--- src/hdl/host_port_params.svh ---
// Purpose: Offsets, field positions, reset values and timing counts
// Assumes: 100 MHz aclk, 32-bit AXI4-Lite data
// Notes: Bus pins are carried active high inside the block
`ifndef HOST_PORT_PARAMS_SVH
`define HOST_PORT_PARAMS_SVH
`define AXI_ADDR_W 8
`define REG_CONTROL 8'h00
`define REG_STATUS 8'h04
`define REG_COMMAND 8'h08
`define REG_BOARD_STATUS 8'h0C
`define RESP_OKAY 2'h0
`define RESP_SLVERR 2'h2
`define CTL_CMD_CLEAR 0
`define CTL_BUSY_SET 1
`define CTL_BUSY_CLEAR 2
`define CTL_LED_OFF 3
`define CTL_LED_ON 4
`define CTL_BASE_SET 5
`define CTL_BASE_CLEAR 6
`define CTL_ARBITRATE 7
`define CTL_RELEASE 8
`define CTL_FAULT_CLEAR 9
`define ST_COMMAND 0
`define ST_BUSY 1
`define ST_SELECTED 2
`define ST_GRANT_ACK 3
`define ST_FAULT 4
`define ST_LED 5
`define ST_BASE_REQ 6
`define ST_REQUESTING 7
`define ST_ARBITRATING 8
`define BOARD_LSB 20
`define BOARD_MSB 23
`define SLAVE_REG_LSB 1
`define SLAVE_REG_MSB 2
`define SLAVE_CMD 2'h0
`define SLAVE_STATUS 2'h1
`define BOARD_STATUS_RESET 16'h0000
`define LED_RESET 1'b1
`define ACLK_HZ 100000000
`define ACLK_PERIOD_NS 10
`define SYSTEM_CLOCK_HZ 8000000
`define BAUD_REF_HZ 3686400
`define ARB_SETTLE_NS 200
`define ARB_SETTLE_CYCLES ((`ARB_SETTLE_NS + `ACLK_PERIOD_NS - 1) / `ACLK_PERIOD_NS)
`endif

--- src/hdl/host_port_pkg.sv ---
// Purpose: Types shared by the host port
// Assumes: Nothing
// Notes: Pin groups travel as packed structs
package host_port_pkg;
    typedef struct packed {
        logic [23:1] address;
        logic address_valid_strobe;
        logic host_writes;
        logic [15:0] data;
        logic bus_grant_line;
        logic bus_fault_line;
        logic bus_reset;
        logic [2:0] priority_lines;
    } sysbus_in_t;
    typedef struct packed {
        logic [15:0] data;
        logic data_oe;
        logic transfer_acknowledge_line;
        logic bus_request_line;
        logic grant_acknowledge_line;
        logic [2:0] priority_out;
        logic [2:0] priority_oe;
        logic busy;
        logic command_block_base_request;
    } sysbus_out_t;
    typedef enum logic [2:0] {ARB_IDLE, ARB_STAGE1, ARB_STAGE2, ARB_REQUEST, ARB_OWNED} arb_state_t;
    typedef enum logic {SLV_IDLE, SLV_ACK} slave_state_t;
endpackage

--- src/hdl/pin_sync.sv ---
// Purpose: Three-stage pin synchroniser with agreement filter
// Assumes: Inputs are asynchronous to aclk
// Notes: Output moves only when stages two and three agree
`timescale 1ns/10ps
`default_nettype none
module pin_sync #(
    parameter int WIDTH = 1
) (
    input wire logic aclk,
    input wire logic aresetn,
    input wire logic [WIDTH-1:0] pin_in,
    output logic [WIDTH-1:0] pin_out
);
    logic [WIDTH-1:0] s1, s2, s3, next_out;

    always_comb begin
        next_out = (s2 & s3) | (pin_out & (s2 | s3));
    end

    always_ff @(posedge aclk) begin
        if (!aresetn) begin
            s1 <= '0;
            s2 <= '0;
            s3 <= '0;
            pin_out <= '0;
        end else begin
            s1 <= pin_in;
            s2 <= s1;
            s3 <= s2;
            pin_out <= next_out;
        end
    end
endmodule
`default_nettype wire

--- src/hdl/clock_gen.sv ---
// Purpose: System, local processor and baud reference clocks
// Assumes: aclk at `ACLK_HZ
// Notes: Phase accumulators; edges jitter by one aclk period
`timescale 1ns/10ps
`default_nettype none
`include "host_port_params.svh"
module clock_gen (
    input wire logic aclk,
    input wire logic aresetn,
    output logic system_clock,
    output logic local_cpu_clock,
    output logic baud_reference_clock
);
    localparam logic [31:0] SYS_INC = 32'((64'(`SYSTEM_CLOCK_HZ) << 32) / 64'(`ACLK_HZ));
    localparam logic [31:0] BAUD_INC = 32'((64'(`BAUD_REF_HZ) << 32) / 64'(`ACLK_HZ));
    logic [31:0] sys_acc, baud_acc, next_sys_acc, next_baud_acc;
    logic next_local;

    always_comb begin
        next_sys_acc = sys_acc + SYS_INC;
        next_baud_acc = baud_acc + BAUD_INC;
        next_local = local_cpu_clock;
        if (next_sys_acc[31] && !sys_acc[31]) begin
            next_local = !local_cpu_clock;
        end
    end

    always_ff @(posedge aclk) begin
        if (!aresetn) begin
            sys_acc <= '0;
            baud_acc <= '0;
            system_clock <= 1'b0;
            local_cpu_clock <= 1'b0;
            baud_reference_clock <= 1'b0;
        end else begin
            sys_acc <= next_sys_acc;
            baud_acc <= next_baud_acc;
            system_clock <= next_sys_acc[31];
            local_cpu_clock <= next_local;
            baud_reference_clock <= next_baud_acc[31];
        end
    end
endmodule
`default_nettype wire

--- src/hdl/host_bus_slave_command_port.sv ---
// Purpose: Host bus slave port, command latch, flags and bus mastership
// Assumes: Local processor reaches the block over AXI4-Lite
// Notes: System bus pins are active high here; pads invert
`timescale 1ns/10ps
`default_nettype none
`include "host_port_params.svh"
module host_bus_slave_command_port (
    input wire logic aclk,
    input wire logic aresetn,
    input wire logic [`AXI_ADDR_W-1:0] awaddr,
    input wire logic awvalid,
    output logic awready,
    input wire logic [31:0] wdata,
    input wire logic [3:0] wstrb,
    input wire logic wvalid,
    output logic wready,
    output logic [1:0] bresp,
    output logic bvalid,
    input wire logic bready,
    input wire logic [`AXI_ADDR_W-1:0] araddr,
    input wire logic arvalid,
    output logic arready,
    output logic [31:0] rdata,
    output logic [1:0] rresp,
    output logic rvalid,
    input wire logic rready,
    input wire host_port_pkg::sysbus_in_t sysbus_pins,
    input wire logic [3:0] board_address_switch,
    input wire logic [2:0] first_stage_level,
    input wire logic [2:0] second_stage_level,
    output host_port_pkg::sysbus_out_t sysbus_drive,
    output logic led_on,
    output wire logic system_clock,
    output wire logic local_cpu_clock,
    output wire logic baud_reference_clock
);
    import host_port_pkg::*;

    // ***************************************************
    // Pin synchronisation and clocks
    // ***************************************************
    localparam int SYNC_W = $bits(sysbus_in_t) + 10;
    localparam int CNT_W = 8;
    localparam logic [CNT_W-1:0] SETTLE_LAST = CNT_W'(`ARB_SETTLE_CYCLES - 1);

    logic [SYNC_W-1:0] pins_raw;
    logic [SYNC_W-1:0] pins_sync;
    sysbus_in_t bus;
    logic [2:0] first_lvl;
    logic [2:0] second_lvl;
    logic [3:0] board_sw;

    assign pins_raw = {first_stage_level, second_stage_level, board_address_switch, sysbus_pins};
    assign {first_lvl, second_lvl, board_sw, bus} = pins_sync;

    pin_sync #(.WIDTH(SYNC_W)) u_sync (
        .aclk(aclk),
        .aresetn(aresetn),
        .pin_in(pins_raw),
        .pin_out(pins_sync)
    );

    clock_gen u_clk (
        .aclk(aclk),
        .aresetn(aresetn),
        .system_clock(system_clock),
        .local_cpu_clock(local_cpu_clock),
        .baud_reference_clock(baud_reference_clock)
    );

    function automatic logic [31:0] strobe_mask(input logic [3:0] strb);
        strobe_mask = {{8{strb[3]}}, {8{strb[2]}}, {8{strb[1]}}, {8{strb[0]}}};
    endfunction

    function automatic logic [2:0] level_won(input logic [2:0] lines, input logic [2:0] lvl);
        level_won = {2'b00, (lines == lvl)};
    endfunction

    // ***************************************************
    // AXI4-Lite slave
    // ***************************************************
    logic next_awready, next_wready, next_bvalid, next_arready, next_rvalid;
    logic [1:0] next_bresp, next_rresp;
    logic [31:0] next_rdata;
    logic [`AXI_ADDR_W-1:0] aw_addr, next_aw_addr;
    logic [31:0] w_data, next_w_data, w_mask, next_w_mask;
    logic wr_fire;
    logic [31:0] rd_word;
    logic rd_ok;
    logic [31:0] status_word;
    logic command_pending, busy, base_request, fault, board_selected;
    logic [15:0] command_word, board_status;
    arb_state_t arb_state;

    always_comb begin
        status_word = '0;
        status_word[`ST_COMMAND] = command_pending;
        status_word[`ST_BUSY] = busy;
        status_word[`ST_SELECTED] = board_selected;
        status_word[`ST_GRANT_ACK] = (arb_state == ARB_OWNED);
        status_word[`ST_FAULT] = fault;
        status_word[`ST_LED] = led_on;
        status_word[`ST_BASE_REQ] = base_request;
        status_word[`ST_REQUESTING] = (arb_state == ARB_REQUEST);
        status_word[`ST_ARBITRATING] = (arb_state == ARB_STAGE1) || (arb_state == ARB_STAGE2);
        rd_ok = 1'b1;
        case (araddr)
            `REG_CONTROL: rd_word = '0;
            `REG_STATUS: rd_word = status_word;
            `REG_COMMAND: rd_word = {16'h0000, command_word};
            `REG_BOARD_STATUS: rd_word = {16'h0000, board_status};
            default: begin
                rd_word = '0;
                rd_ok = 1'b0;
            end
        endcase
    end

    always_comb begin
        next_awready = awready;
        next_wready = wready;
        next_bvalid = bvalid;
        next_bresp = bresp;
        next_arready = arready;
        next_rvalid = rvalid;
        next_rdata = rdata;
        next_rresp = rresp;
        next_aw_addr = aw_addr;
        next_w_data = w_data;
        next_w_mask = w_mask;
        wr_fire = 1'b0;
        if (awvalid && awready) begin
            next_awready = 1'b0;
            next_aw_addr = awaddr;
        end
        if (wvalid && wready) begin
            next_wready = 1'b0;
            next_w_data = wdata;
            next_w_mask = strobe_mask(wstrb);
        end
        if (!awready && !wready && !bvalid) begin
            wr_fire = 1'b1;
            next_bvalid = 1'b1;
            case (aw_addr)
                `REG_CONTROL, `REG_STATUS, `REG_COMMAND, `REG_BOARD_STATUS: next_bresp = `RESP_OKAY;
                default: next_bresp = `RESP_SLVERR;
            endcase
        end
        if (bvalid && bready) begin
            next_bvalid = 1'b0;
            next_awready = 1'b1;
            next_wready = 1'b1;
        end
        if (arvalid && arready) begin
            next_arready = 1'b0;
            next_rvalid = 1'b1;
            next_rdata = rd_word;
            next_rresp = rd_ok ? `RESP_OKAY : `RESP_SLVERR;
        end
        if (rvalid && rready) begin
            next_rvalid = 1'b0;
            next_arready = 1'b1;
        end
    end

    always_ff @(posedge aclk) begin
        if (!aresetn) begin
            awready <= 1'b1;
            wready <= 1'b1;
            bvalid <= 1'b0;
            bresp <= `RESP_OKAY;
            arready <= 1'b1;
            rvalid <= 1'b0;
            rdata <= '0;
            rresp <= `RESP_OKAY;
            aw_addr <= '0;
            w_data <= '0;
            w_mask <= '0;
        end else begin
            awready <= next_awready;
            wready <= next_wready;
            bvalid <= next_bvalid;
            bresp <= next_bresp;
            arready <= next_arready;
            rvalid <= next_rvalid;
            rdata <= next_rdata;
            rresp <= next_rresp;
            aw_addr <= next_aw_addr;
            w_data <= next_w_data;
            w_mask <= next_w_mask;
        end
    end

    // ***************************************************
    // Host slave access
    // ***************************************************
    slave_state_t slave_state, next_slave_state;
    logic next_board_selected, match, cmd_latch;
    logic xfer_ack, next_xfer_ack, data_oe, next_data_oe;
    logic [15:0] data_out, next_data_out;
    logic [1:0] slave_reg;

    always_comb begin
        match = bus.address_valid_strobe && (bus.address[`BOARD_MSB:`BOARD_LSB] == board_sw);
        slave_reg = bus.address[`SLAVE_REG_MSB:`SLAVE_REG_LSB];
        next_board_selected = match;
        next_slave_state = slave_state;
        next_xfer_ack = xfer_ack;
        next_data_oe = data_oe;
        next_data_out = data_out;
        cmd_latch = 1'b0;
        case (slave_state)
            SLV_IDLE: begin
                if (match && bus.host_writes && slave_reg == `SLAVE_CMD) begin
                    cmd_latch = 1'b1;
                    next_xfer_ack = 1'b1;
                    next_slave_state = SLV_ACK;
                end else if (match && !bus.host_writes && slave_reg == `SLAVE_STATUS) begin
                    next_data_out = board_status;
                    next_data_oe = 1'b1;
                    next_xfer_ack = 1'b1;
                    next_slave_state = SLV_ACK;
                end
            end
            SLV_ACK: begin
                if (!bus.address_valid_strobe) begin
                    next_xfer_ack = 1'b0;
                    next_data_oe = 1'b0;
                    next_slave_state = SLV_IDLE;
                end
            end
            default: begin
                next_xfer_ack = 1'b0;
                next_data_oe = 1'b0;
                next_slave_state = SLV_IDLE;
            end
        endcase
    end

    always_ff @(posedge aclk) begin
        if (!aresetn) begin
            slave_state <= SLV_IDLE;
            board_selected <= 1'b0;
            xfer_ack <= 1'b0;
            data_oe <= 1'b0;
            data_out <= '0;
        end else begin
            slave_state <= next_slave_state;
            board_selected <= next_board_selected;
            xfer_ack <= next_xfer_ack;
            data_oe <= next_data_oe;
            data_out <= next_data_out;
        end
    end

    // ***************************************************
    // Flags and local registers
    // ***************************************************
    logic [31:0] ctl;
    logic next_command_pending, next_busy, next_base_request, next_fault, next_led, bus_active;
    logic [15:0] next_command_word, next_board_status;

    always_comb begin
        ctl = (wr_fire && aw_addr == `REG_CONTROL) ? (w_data & w_mask) : '0;
        bus_active = (arb_state == ARB_REQUEST) || (arb_state == ARB_OWNED) || (slave_state == SLV_ACK);
        next_command_pending = command_pending;
        next_command_word = command_word;
        next_busy = busy;
        next_base_request = base_request;
        next_fault = fault;
        next_led = led_on;
        next_board_status = board_status;
        if (ctl[`CTL_CMD_CLEAR]) begin
            next_command_pending = 1'b0;
        end
        if (cmd_latch) begin
            next_command_pending = 1'b1;
            next_command_word = bus.data;
        end
        if (ctl[`CTL_BUSY_CLEAR]) begin
            next_busy = 1'b0;
        end
        if (ctl[`CTL_BUSY_SET]) begin
            next_busy = 1'b1;
        end
        if (ctl[`CTL_BASE_CLEAR]) begin
            next_base_request = 1'b0;
        end
        if (ctl[`CTL_BASE_SET]) begin
            next_base_request = 1'b1;
        end
        if (ctl[`CTL_FAULT_CLEAR]) begin
            next_fault = 1'b0;
        end
        if (bus.bus_fault_line && bus_active) begin
            next_fault = 1'b1;
        end
        if (ctl[`CTL_LED_ON]) begin
            next_led = 1'b1;
        end
        if (ctl[`CTL_LED_OFF]) begin
            next_led = 1'b0;
        end
        if (wr_fire && aw_addr == `REG_BOARD_STATUS) begin
            next_board_status = (board_status & ~w_mask[15:0]) | (w_data[15:0] & w_mask[15:0]);
        end
        if (bus.bus_reset) begin
            next_command_pending = 1'b0;
            next_busy = 1'b0;
        end
    end

    always_ff @(posedge aclk) begin
        if (!aresetn) begin
            command_pending <= 1'b0;
            command_word <= '0;
            busy <= 1'b0;
            base_request <= 1'b0;
            fault <= 1'b0;
            led_on <= `LED_RESET;
            board_status <= `BOARD_STATUS_RESET;
        end else begin
            command_pending <= next_command_pending;
            command_word <= next_command_word;
            busy <= next_busy;
            base_request <= next_base_request;
            fault <= next_fault;
            led_on <= next_led;
            board_status <= next_board_status;
        end
    end

    // ***************************************************
    // Priority arbitration and mastership
    // ***************************************************
    arb_state_t next_arb_state;
    logic [CNT_W-1:0] arb_cnt, next_arb_cnt;
    logic [2:0] drive_level;

    always_comb begin
        next_arb_state = arb_state;
        next_arb_cnt = '0;
        drive_level = '0;
        case (arb_state)
            ARB_IDLE: begin
                if (ctl[`CTL_ARBITRATE]) begin
                    next_arb_state = ARB_STAGE1;
                end
            end
            ARB_STAGE1: begin
                drive_level = first_lvl;
                next_arb_cnt = arb_cnt + 1'b1;
                if (arb_cnt == SETTLE_LAST) begin
                    next_arb_cnt = '0;
                    if (level_won(bus.priority_lines, first_lvl) != 3'b000) begin
                        next_arb_state = ARB_STAGE2;
                    end
                end
            end
            ARB_STAGE2: begin
                drive_level = second_lvl;
                next_arb_cnt = arb_cnt + 1'b1;
                if (arb_cnt == SETTLE_LAST) begin
                    next_arb_cnt = '0;
                    if (level_won(bus.priority_lines, second_lvl) != 3'b000) begin
                        next_arb_state = ARB_REQUEST;
                    end else begin
                        next_arb_state = ARB_STAGE1;
                    end
                end
            end
            ARB_REQUEST: begin
                if (bus.bus_grant_line) begin
                    next_arb_state = ARB_OWNED;
                end
            end
            ARB_OWNED: begin
                if (bus.bus_fault_line) begin
                    next_arb_state = ARB_IDLE;
                end
            end
            default: next_arb_state = ARB_IDLE;
        endcase
        if (ctl[`CTL_RELEASE] || bus.bus_reset) begin
            next_arb_state = ARB_IDLE;
            next_arb_cnt = '0;
        end
    end

    always_ff @(posedge aclk) begin
        if (!aresetn) begin
            arb_state <= ARB_IDLE;
            arb_cnt <= '0;
        end else begin
            arb_state <= next_arb_state;
            arb_cnt <= next_arb_cnt;
        end
    end

    // ***************************************************
    // Registered pin drive
    // ***************************************************
    sysbus_out_t next_drive;

    always_comb begin
        next_drive = '0;
        next_drive.data = next_data_out;
        next_drive.data_oe = next_data_oe;
        next_drive.transfer_acknowledge_line = next_xfer_ack;
        next_drive.bus_request_line = (next_arb_state == ARB_REQUEST);
        next_drive.grant_acknowledge_line = (next_arb_state == ARB_OWNED);
        next_drive.priority_oe = drive_level;
        next_drive.busy = next_busy;
        next_drive.command_block_base_request = next_base_request;
    end

    always_ff @(posedge aclk) begin
        if (!aresetn) begin
            sysbus_drive <= '0;
        end else begin
            sysbus_drive <= next_drive;
        end
    end
endmodule
`default_nettype wire

--- config.mk ---
export PLATFORM = sky130hd
export DESIGN_NAME = host_bus_slave_command_port
export DESIGN_NICKNAME = d
export VERILOG_FILES = /design/src/hdl/host_port_pkg.sv /design/src/hdl/pin_sync.sv /design/src/hdl/clock_gen.sv /design/src/hdl/host_bus_slave_command_port.sv
export VERILOG_INCLUDE_DIRS = /design/src /design/src/hdl
export SDC_FILE = /design/constraint.sdc
export NUM_CORES = 1
export LEC_CHECK = 0
export BUFFER_PORTS_ARGS = -buffer_cell sky130_fd_sc_hd__clkbuf_2
export CAP_MARGIN = 20
export CORE_MARGIN = 2
export CORE_UTILIZATION = 30
export DETAILED_ROUTE_END_ITERATION = 7
export PLACE_DENSITY = 0.45
export SLEW_MARGIN = 10
export SYNTH_ARGS = -nofsm -noshare
export SYNTH_HDL_FRONTEND = slang
export SYNTH_SLANG_ARGS = --single-unit
--- constraint.sdc ---
create_clock -name aclk -period 4.65 [get_ports aclk]
set_clock_uncertainty 0.1 [all_clocks]
set_input_delay 1.395 -clock aclk [delete_from_list [all_inputs] [get_ports aclk]]
set_output_delay 1.395 -clock aclk [all_outputs]
set_load 0.1 [all_outputs]
==> flow_summary.toml, run 1 <==
[finish]
layoutNonFillerInstCount = 2165
fillers = 4411
drive_above_1_share = 0.149
area_growth_pct = 19.0
multi_input_area_um2 = 5620
nets = 1669
final_util = 0.360
seqCellArea_um2 = 6930
diodes = 0

[logic_synthesis]
synth_area_um2 = 13000
synthFlopType = "dfxtp_1"
synth_edf_count = 0
ys_seq_area_frac = 0.533
synth.avg_cell_area_um2 = 9.00
async_flop_share = 0
yosysWarnings = 0
yosys_register_bits = 346
synthesis.instances = 1443
ys_types = 72

[global_routing]
grt_pass1_vias = 9377
antenna_found_initial = 0
grt_pass1_wl_um = 50500
track_usage = 0.142
overflow = 0
grt_max_degree = 116

[die]
top_level_ports = 189
die_width_um = 212
core_area_um2 = 42900
start_util = 0.303
die_h_um = 212
dieArea_um2 = 45000
rows = 76

[drt]
wirelength_um = 31900
first_iter_violations = 439
viasPerCell = 4.62
dr.pass1.iters = 6
wl_per_cell_um = 14.7
via_count = 9997
drc = 0
ant_nets = 0

[clocking]
cts-buffers-inserted = 40
cts_hold_buf = 0
cts_resized = 0
cts_setup_buffers = 0
clkSinkCount = 346
cts_tree = "built"
clk_latency_ns = 0.56
cts_htree_levels = 2
clock_path_buffers = 3
clk_pin_slew_worst_paths_ns = 0.06
cts_root_buf = "clkbuf_16"

[worst_setup_path]
path_class = "register to output port"
crit_family = "flip-flops"
cp-start-kind = "register"
worstPathMaxFanout = 12
cp.arrival_ns = 1.86
end_kind = "output port"
cp_num_buf_inv = 1
r2r_slack_ns = 1.70
critPathRequiredTime_ns = 3.15
slowest_delay_ns = 0.73
slowest_stage = "dfxtp_1"
crit_chain = "clkbuf_2"

[sta]
relSlewSlack = 0.332
rsz0062_at_grt = "false"
fmax_mhz = 298
period_share = 0.721
tightest_slew_ns = 1.00
fin_crit_ns = 3.35
fin_tns_setup_ns = 0
hold_violations = 0
whs_ns = 0.319
setup_viol_count_final = 0
drv_slew = 0

[flow_run]
maxCapViolCount = 0

[hold_path]
min_path_type = "register to register"

[power_and_ir_drop]
p_leak_nw = 6.07
p_per_area_nw_per_um2 = 491
ir_worst_vdd_uv = 211

[status]
status = "completed"

[placed_design]
place_inst = 2092
dp_hpwl_um = 21300
io_buffers = 132
gp_congestion = 0.796
metrics by stage:
stage / total power, W / area, um2 / worst slack, ns
floorplan: 0.00418 / 13100 / 1.72
global placement: 0.00439 / 14100 / 1.29
detailed placement: 0.00441 / 14100 / 1.23
CTS: 0.00773 / 15500 / 1.28
global route: 0.00800 / 15500 / 1.22
finish: 0.00759 / 15500 / 1.30
flip-flops by register name (all words and copies together) (netlist names), 16 cells and up, named ones only:
name            flops
u_clk.baud_acc     31
w_data             16
u_sync.s1          40
rdata              16
u_sync.s2          40
u_clk.sys_acc      32
command_word       16
u_sync.pin_out     40
sysbus_drive       25
u_sync.s3          40
logic make-up (layout without fill, tap and decap cells):
logic type | after synthesis | count (layout) | share of synthesized area
adder cells (fa/ha/maj) | 4 | 4 | 0.00385
XOR/XNOR | 44 | 44 | 0.0297
AND/OR/NAND/NOR | 598 | 598 | 0.226
flip-flops | 346 | 346 | 0.533
buffers and inverters | 111 | 228 | 0.0403
AO/OA/AOI/OAI | 299 | 299 | 0.134
multiplexers | 40 | 40 | 0.0323
other | 1 | 21 | 0.000289
final timing paths:
kind / depth (start not counted) / endpoint / startpoint
hold reg to reg: 1 / u_sync.s2[21] / u_sync.s1[21]
setup reg to reg: 5 / register / awready
hold / removal: 1 / u_sync.s2[21] / u_sync.s1[21]
setup / recovery: 1 / awready / awready
cells in the mapped netlist (7+ instances only):
master	count	share of area
a21oi_1	144	0.055
mux2i_1	25	0.019
nor2b_1	8	0.0039
buf_1	7	0.0020
nand4_1	13	0.0063
nand2_1	213	0.062
nor3_1	21	0.0081
o211ai_1	9	0.0052
nor2_1	112	0.032
dfxtp_1	346	0.53
nor3b_1	7	0.0040
mux2_2	15	0.013
and3_1	7	0.0034
a22oi_1	15	0.0087
xor2_1	25	0.017
inv_1	17	0.0049
nand2b_1	12	0.0058
buf_4	26	0.015
nand3_1	32	0.012
or3_1	10	0.0048
o21ai_0	75	0.029
clkbuf_1	59	0.017
and2_1	129	0.062
xnor2_1	19	0.013
power by group:
part	total [W]	switching [W]	internal [W]	leakage [nW]
clock network	0.00325	0.00128	0.00197	0.668
registers	0.00340	0.000238	0.00316	2.83
logic	0.000946	0.000575	0.000371	2.57
total	0.00759	0.00209	0.00550	6.07
layer usage:
metal / vias up / share of wire / track usage / wire (um)
met2: 154 / 0.44 / 0.224 / 14200
met5: - / 0 / 0 / 0
li1: 5088 / - / - / -
met4: 0 / 0.018 / 0.0393 / 570
met1: 4716 / 0.50 / 0.194 / 15800
met3: 39 / 0.042 / 0.0309 / 1350
final cells by class:
type / count / share of cell area
Timing Repair Buffer: 138 / 0.0474
Clock buffer: 56 / 0.0745
Clock inverter: 17 / 0.0148
Inverter: 17 / 0.00445
Sequential cell: 346 / 0.448
Tap cell: 585 / 0.0474
Multi-Input combinational cell: 1006 / 0.363
placed cells by master, fill, tap and decap left out, types with 10 or more instances in the layout:
master,count
nand2b_1,12
dfxtp_1,346
mux2i_1,25
mux2_2,15
nand2_1,213
a22oi_1,15
o21ai_0,75
xnor2_1,19
nor2_1,112
xor2_1,25
nand3_1,32
or3_1,10
and2_1,129
nand4_1,13
nor3_1,21
a21oi_1,144
clkbuf_16,40
inv_1,16
conb_1,21
clkbuf_2,131
No activity file was read; power rests on OpenSTA's default activity.
==> run 2, diff against run 1 <==
--- a/config.mk
+++ b/config.mk
@@ -6,6 +6,7 @@
 export SDC_FILE = /design/constraint.sdc
 export NUM_CORES = 1
 export LEC_CHECK = 0
+export ABC_AREA = 1
 export BUFFER_PORTS_ARGS = -buffer_cell sky130_fd_sc_hd__clkbuf_2
 export CAP_MARGIN = 20
 export CORE_MARGIN = 2
==> constraint.sdc (replaced) <==
create_clock -name aclk -period 3.5 [get_ports aclk]
set_clock_uncertainty 0.1 [all_clocks]
set_input_delay 1.05 -clock aclk [delete_from_list [all_inputs] [get_ports aclk]]
set_output_delay 1.05 -clock aclk [all_outputs]
set_load 0.1 [all_outputs]
==> run 2 against run 1 <==
The flow now finishes with violations (design-rule violations). Total power is 32% higher. Die area is 9.2% higher. Hold slack worse by 0.013 ns. Sequential share of layout area is 3.7 points lower. Via count is 22% higher. Final cell count is 30% higher. Register-to-register slack worse by 0.28 ns. Core utilization is 0.068 points higher. Combinational power is 25% higher.
==> flow_summary.toml, run 2 <==
[power_and_ir_drop]
ir_worst_vdd_uv = 325
power_w = 0.00999
p_per_area_nw_per_um2 = 593
p_leak_nw = 8.31

[logic_synthesis]
synth_area_um2 = 14200
yosysTopAreaCellShare = 0.488
yosysWarnings = 0
synth.avg_cell_area_um2 = 6.95
yosys_register_bits = 346
async_flop_share = 0
synthesis.instances = 2045
synth_top_cell_by_area = "dfxtp_1"
ys_seq_area_frac = 0.488
synth_edf_count = 0
yosysMostFrequentCell = "nand2_1"
synthFlopType = "dfxtp_1"
synth.area.top_cells = "dfxtp_1 (49%), nand2_1 (14%), inv_1 (8.2%)"
ys_top_cells_by_count = "nand2_1 (542), dfxtp_1 (346), inv_1 (312)"
ys_types = 42

[clocking]
cts_htree_levels = 2
cts-buffers-inserted = 42
cts_resized = 0
cts_tree = "built"
clkSinkCount = 346
clk_latency_ns = 0.57
cts_root_buf = "clkbuf_16"
cts_setup_buffers = 0
cts_hold_buf = 0
clk_pin_slew_worst_paths_ns = 0.06
clock_path_buffers = 3

[drt]
first_iter_violations = 549
dr.pass1.iters = 7
drc = 6
wirelength_um = 35400
ant_nets = 0
wl_per_cell_um = 12.6
via_count = 12200
viasPerCell = 4.33

[worst_setup_path]
cp_num_buf_inv = 1
slowest_stage = "clkbuf_2"
critPathRequiredTime_ns = 2.35
path_class = "register to output port"
slowest_delay_ns = 0.50
worstPathMaxFanout = 2
end_kind = "output port"
crit_chain = "clkbuf_2"
crit_family = "buffers and inverters"
cp-start-kind = "register"
cp.arrival_ns = 1.50

[finish]
drive_above_1_share = 0.104
final_common_cell = "nand2_1"
nets = 2291
mostFrequentLayoutCells = "nand2_1 (542), dfxtp_1 (346), inv_1 (311)"
area_growth_pct = 18.6
fillers = 5007

[sta]
rsz0062_at_grt = "false"
whs_ns = 0.306
hold_violations = 0
period_share = 0.757
drv_slew = 0
fin_crit_ns = 2.65
fmax_mhz = 378
relSlewSlack = 0.521
setup_viol_count_final = 0
fin_tns_setup_ns = 0
tightest_slew_ns = 0.716
worst_slack_ns = 0.852

[die]
rows = 79
die_h_um = 222
top_level_ports = 189
start_util = 0.304
die_width_um = 222
dieArea_um2 = 49100
core_area_um2 = 46700

[placed_design]
gp_congestion = 0.856
dp_slack_ns = 0.899
io_buffers = 132
dp_hpwl_um = 25700

[global_routing]
overflow = 0
grt_max_degree = 67
grt_pass1_vias = 11500
antenna_found_initial = 3
track_usage = 0.144
grt_pass1_wl_um = 57600

[status]
status = "finished with violations"
violations = "design-rule violations"

[flow_run]
maxCapViolCount = 0

[hold_path]
min_path_type = "register to register"
## run 2: cell count changes after synthesis, sizes merged, moves of 15 or more
cell	delta
nand2	+331
inv	+295
nor2	+198
and2	-128
nand3	+68
o21ai	+37
mux2i	-25
clkbuf	-20
xor2	-20
a21oi	+17
mux2	-15
## run 2: cell families after synthesis
| family | count (synthesis) | share of synthesized area |
|---|---|---|
| AO/OA/AOI/OAI | 292 | 0.106 |
| XOR/XNOR | 12 | 0.00740 |
| adder cells (fa/ha/maj) | 4 | 0.00352 |
| buffers and inverters | 394 | 0.113 |
| flip-flops | 346 | 0.488 |
| other | 1 | 0.000264 |
| AND/OR/NAND/NOR | 996 | 0.282 |
## run 2: cell type report
class | count | area [um2] | share of cell area
inverter | 313 | 1170 | 0.0697
sequential | 346 | 6930 | 0.411
timing repair buffer | 143 | 777 | 0.0461
multi-input combinational | 1325 | 5750 | 0.341
tap | 607 | 759 | 0.0451
antenna | 1 | 2.50 | 0.000149
clock buffer | 56 | 1190 | 0.0709
clock inverter | 20 | 263 | 0.0156
## run 2: final timing paths
path,startpoint,end,slack (ns),depth (start not counted)
min reg2reg,u_sync.s1[44],u_sync.s2[44],0.31,2
max reg2reg,u_clk.sys_acc[9],u_clk.local_cpu_clock,1.42,11
max,rdata[1],rdata[1],0.85,1
min,u_sync.s1[44],u_sync.s2[44],0.31,2
## run 2: power by group
part / internal [W] / switching [W]
clock network: 0.00272 / 0.00176
registers: 0.00415 / 0.000180
logic: 0.000335 / 0.000848
## run 2: per-stage QoR
stage | instance area, um2 | util | cells
CTS | 16800 | 0.361 | 2810
detailed placement | 15400 | 0.330 | 2734
global placement | 15400 | 0.330 | 2734
global route | 16800 | 0.361 | 2810
floorplan | 14300 | - | 2065
finish | 16800 | 0.361 | 2811
## run 2: per-layer routing
metal / GRT usage / part of all wire / vias to the layer above
li1: - / - / 6522
met1: 0.181 / 0.48 / 5429
met2: 0.242 / 0.45 / 173
met3: 0.0372 / 0.052 / 51
met4: 0.0421 / 0.021 / 4
met5: 0 / 0.00062 / -
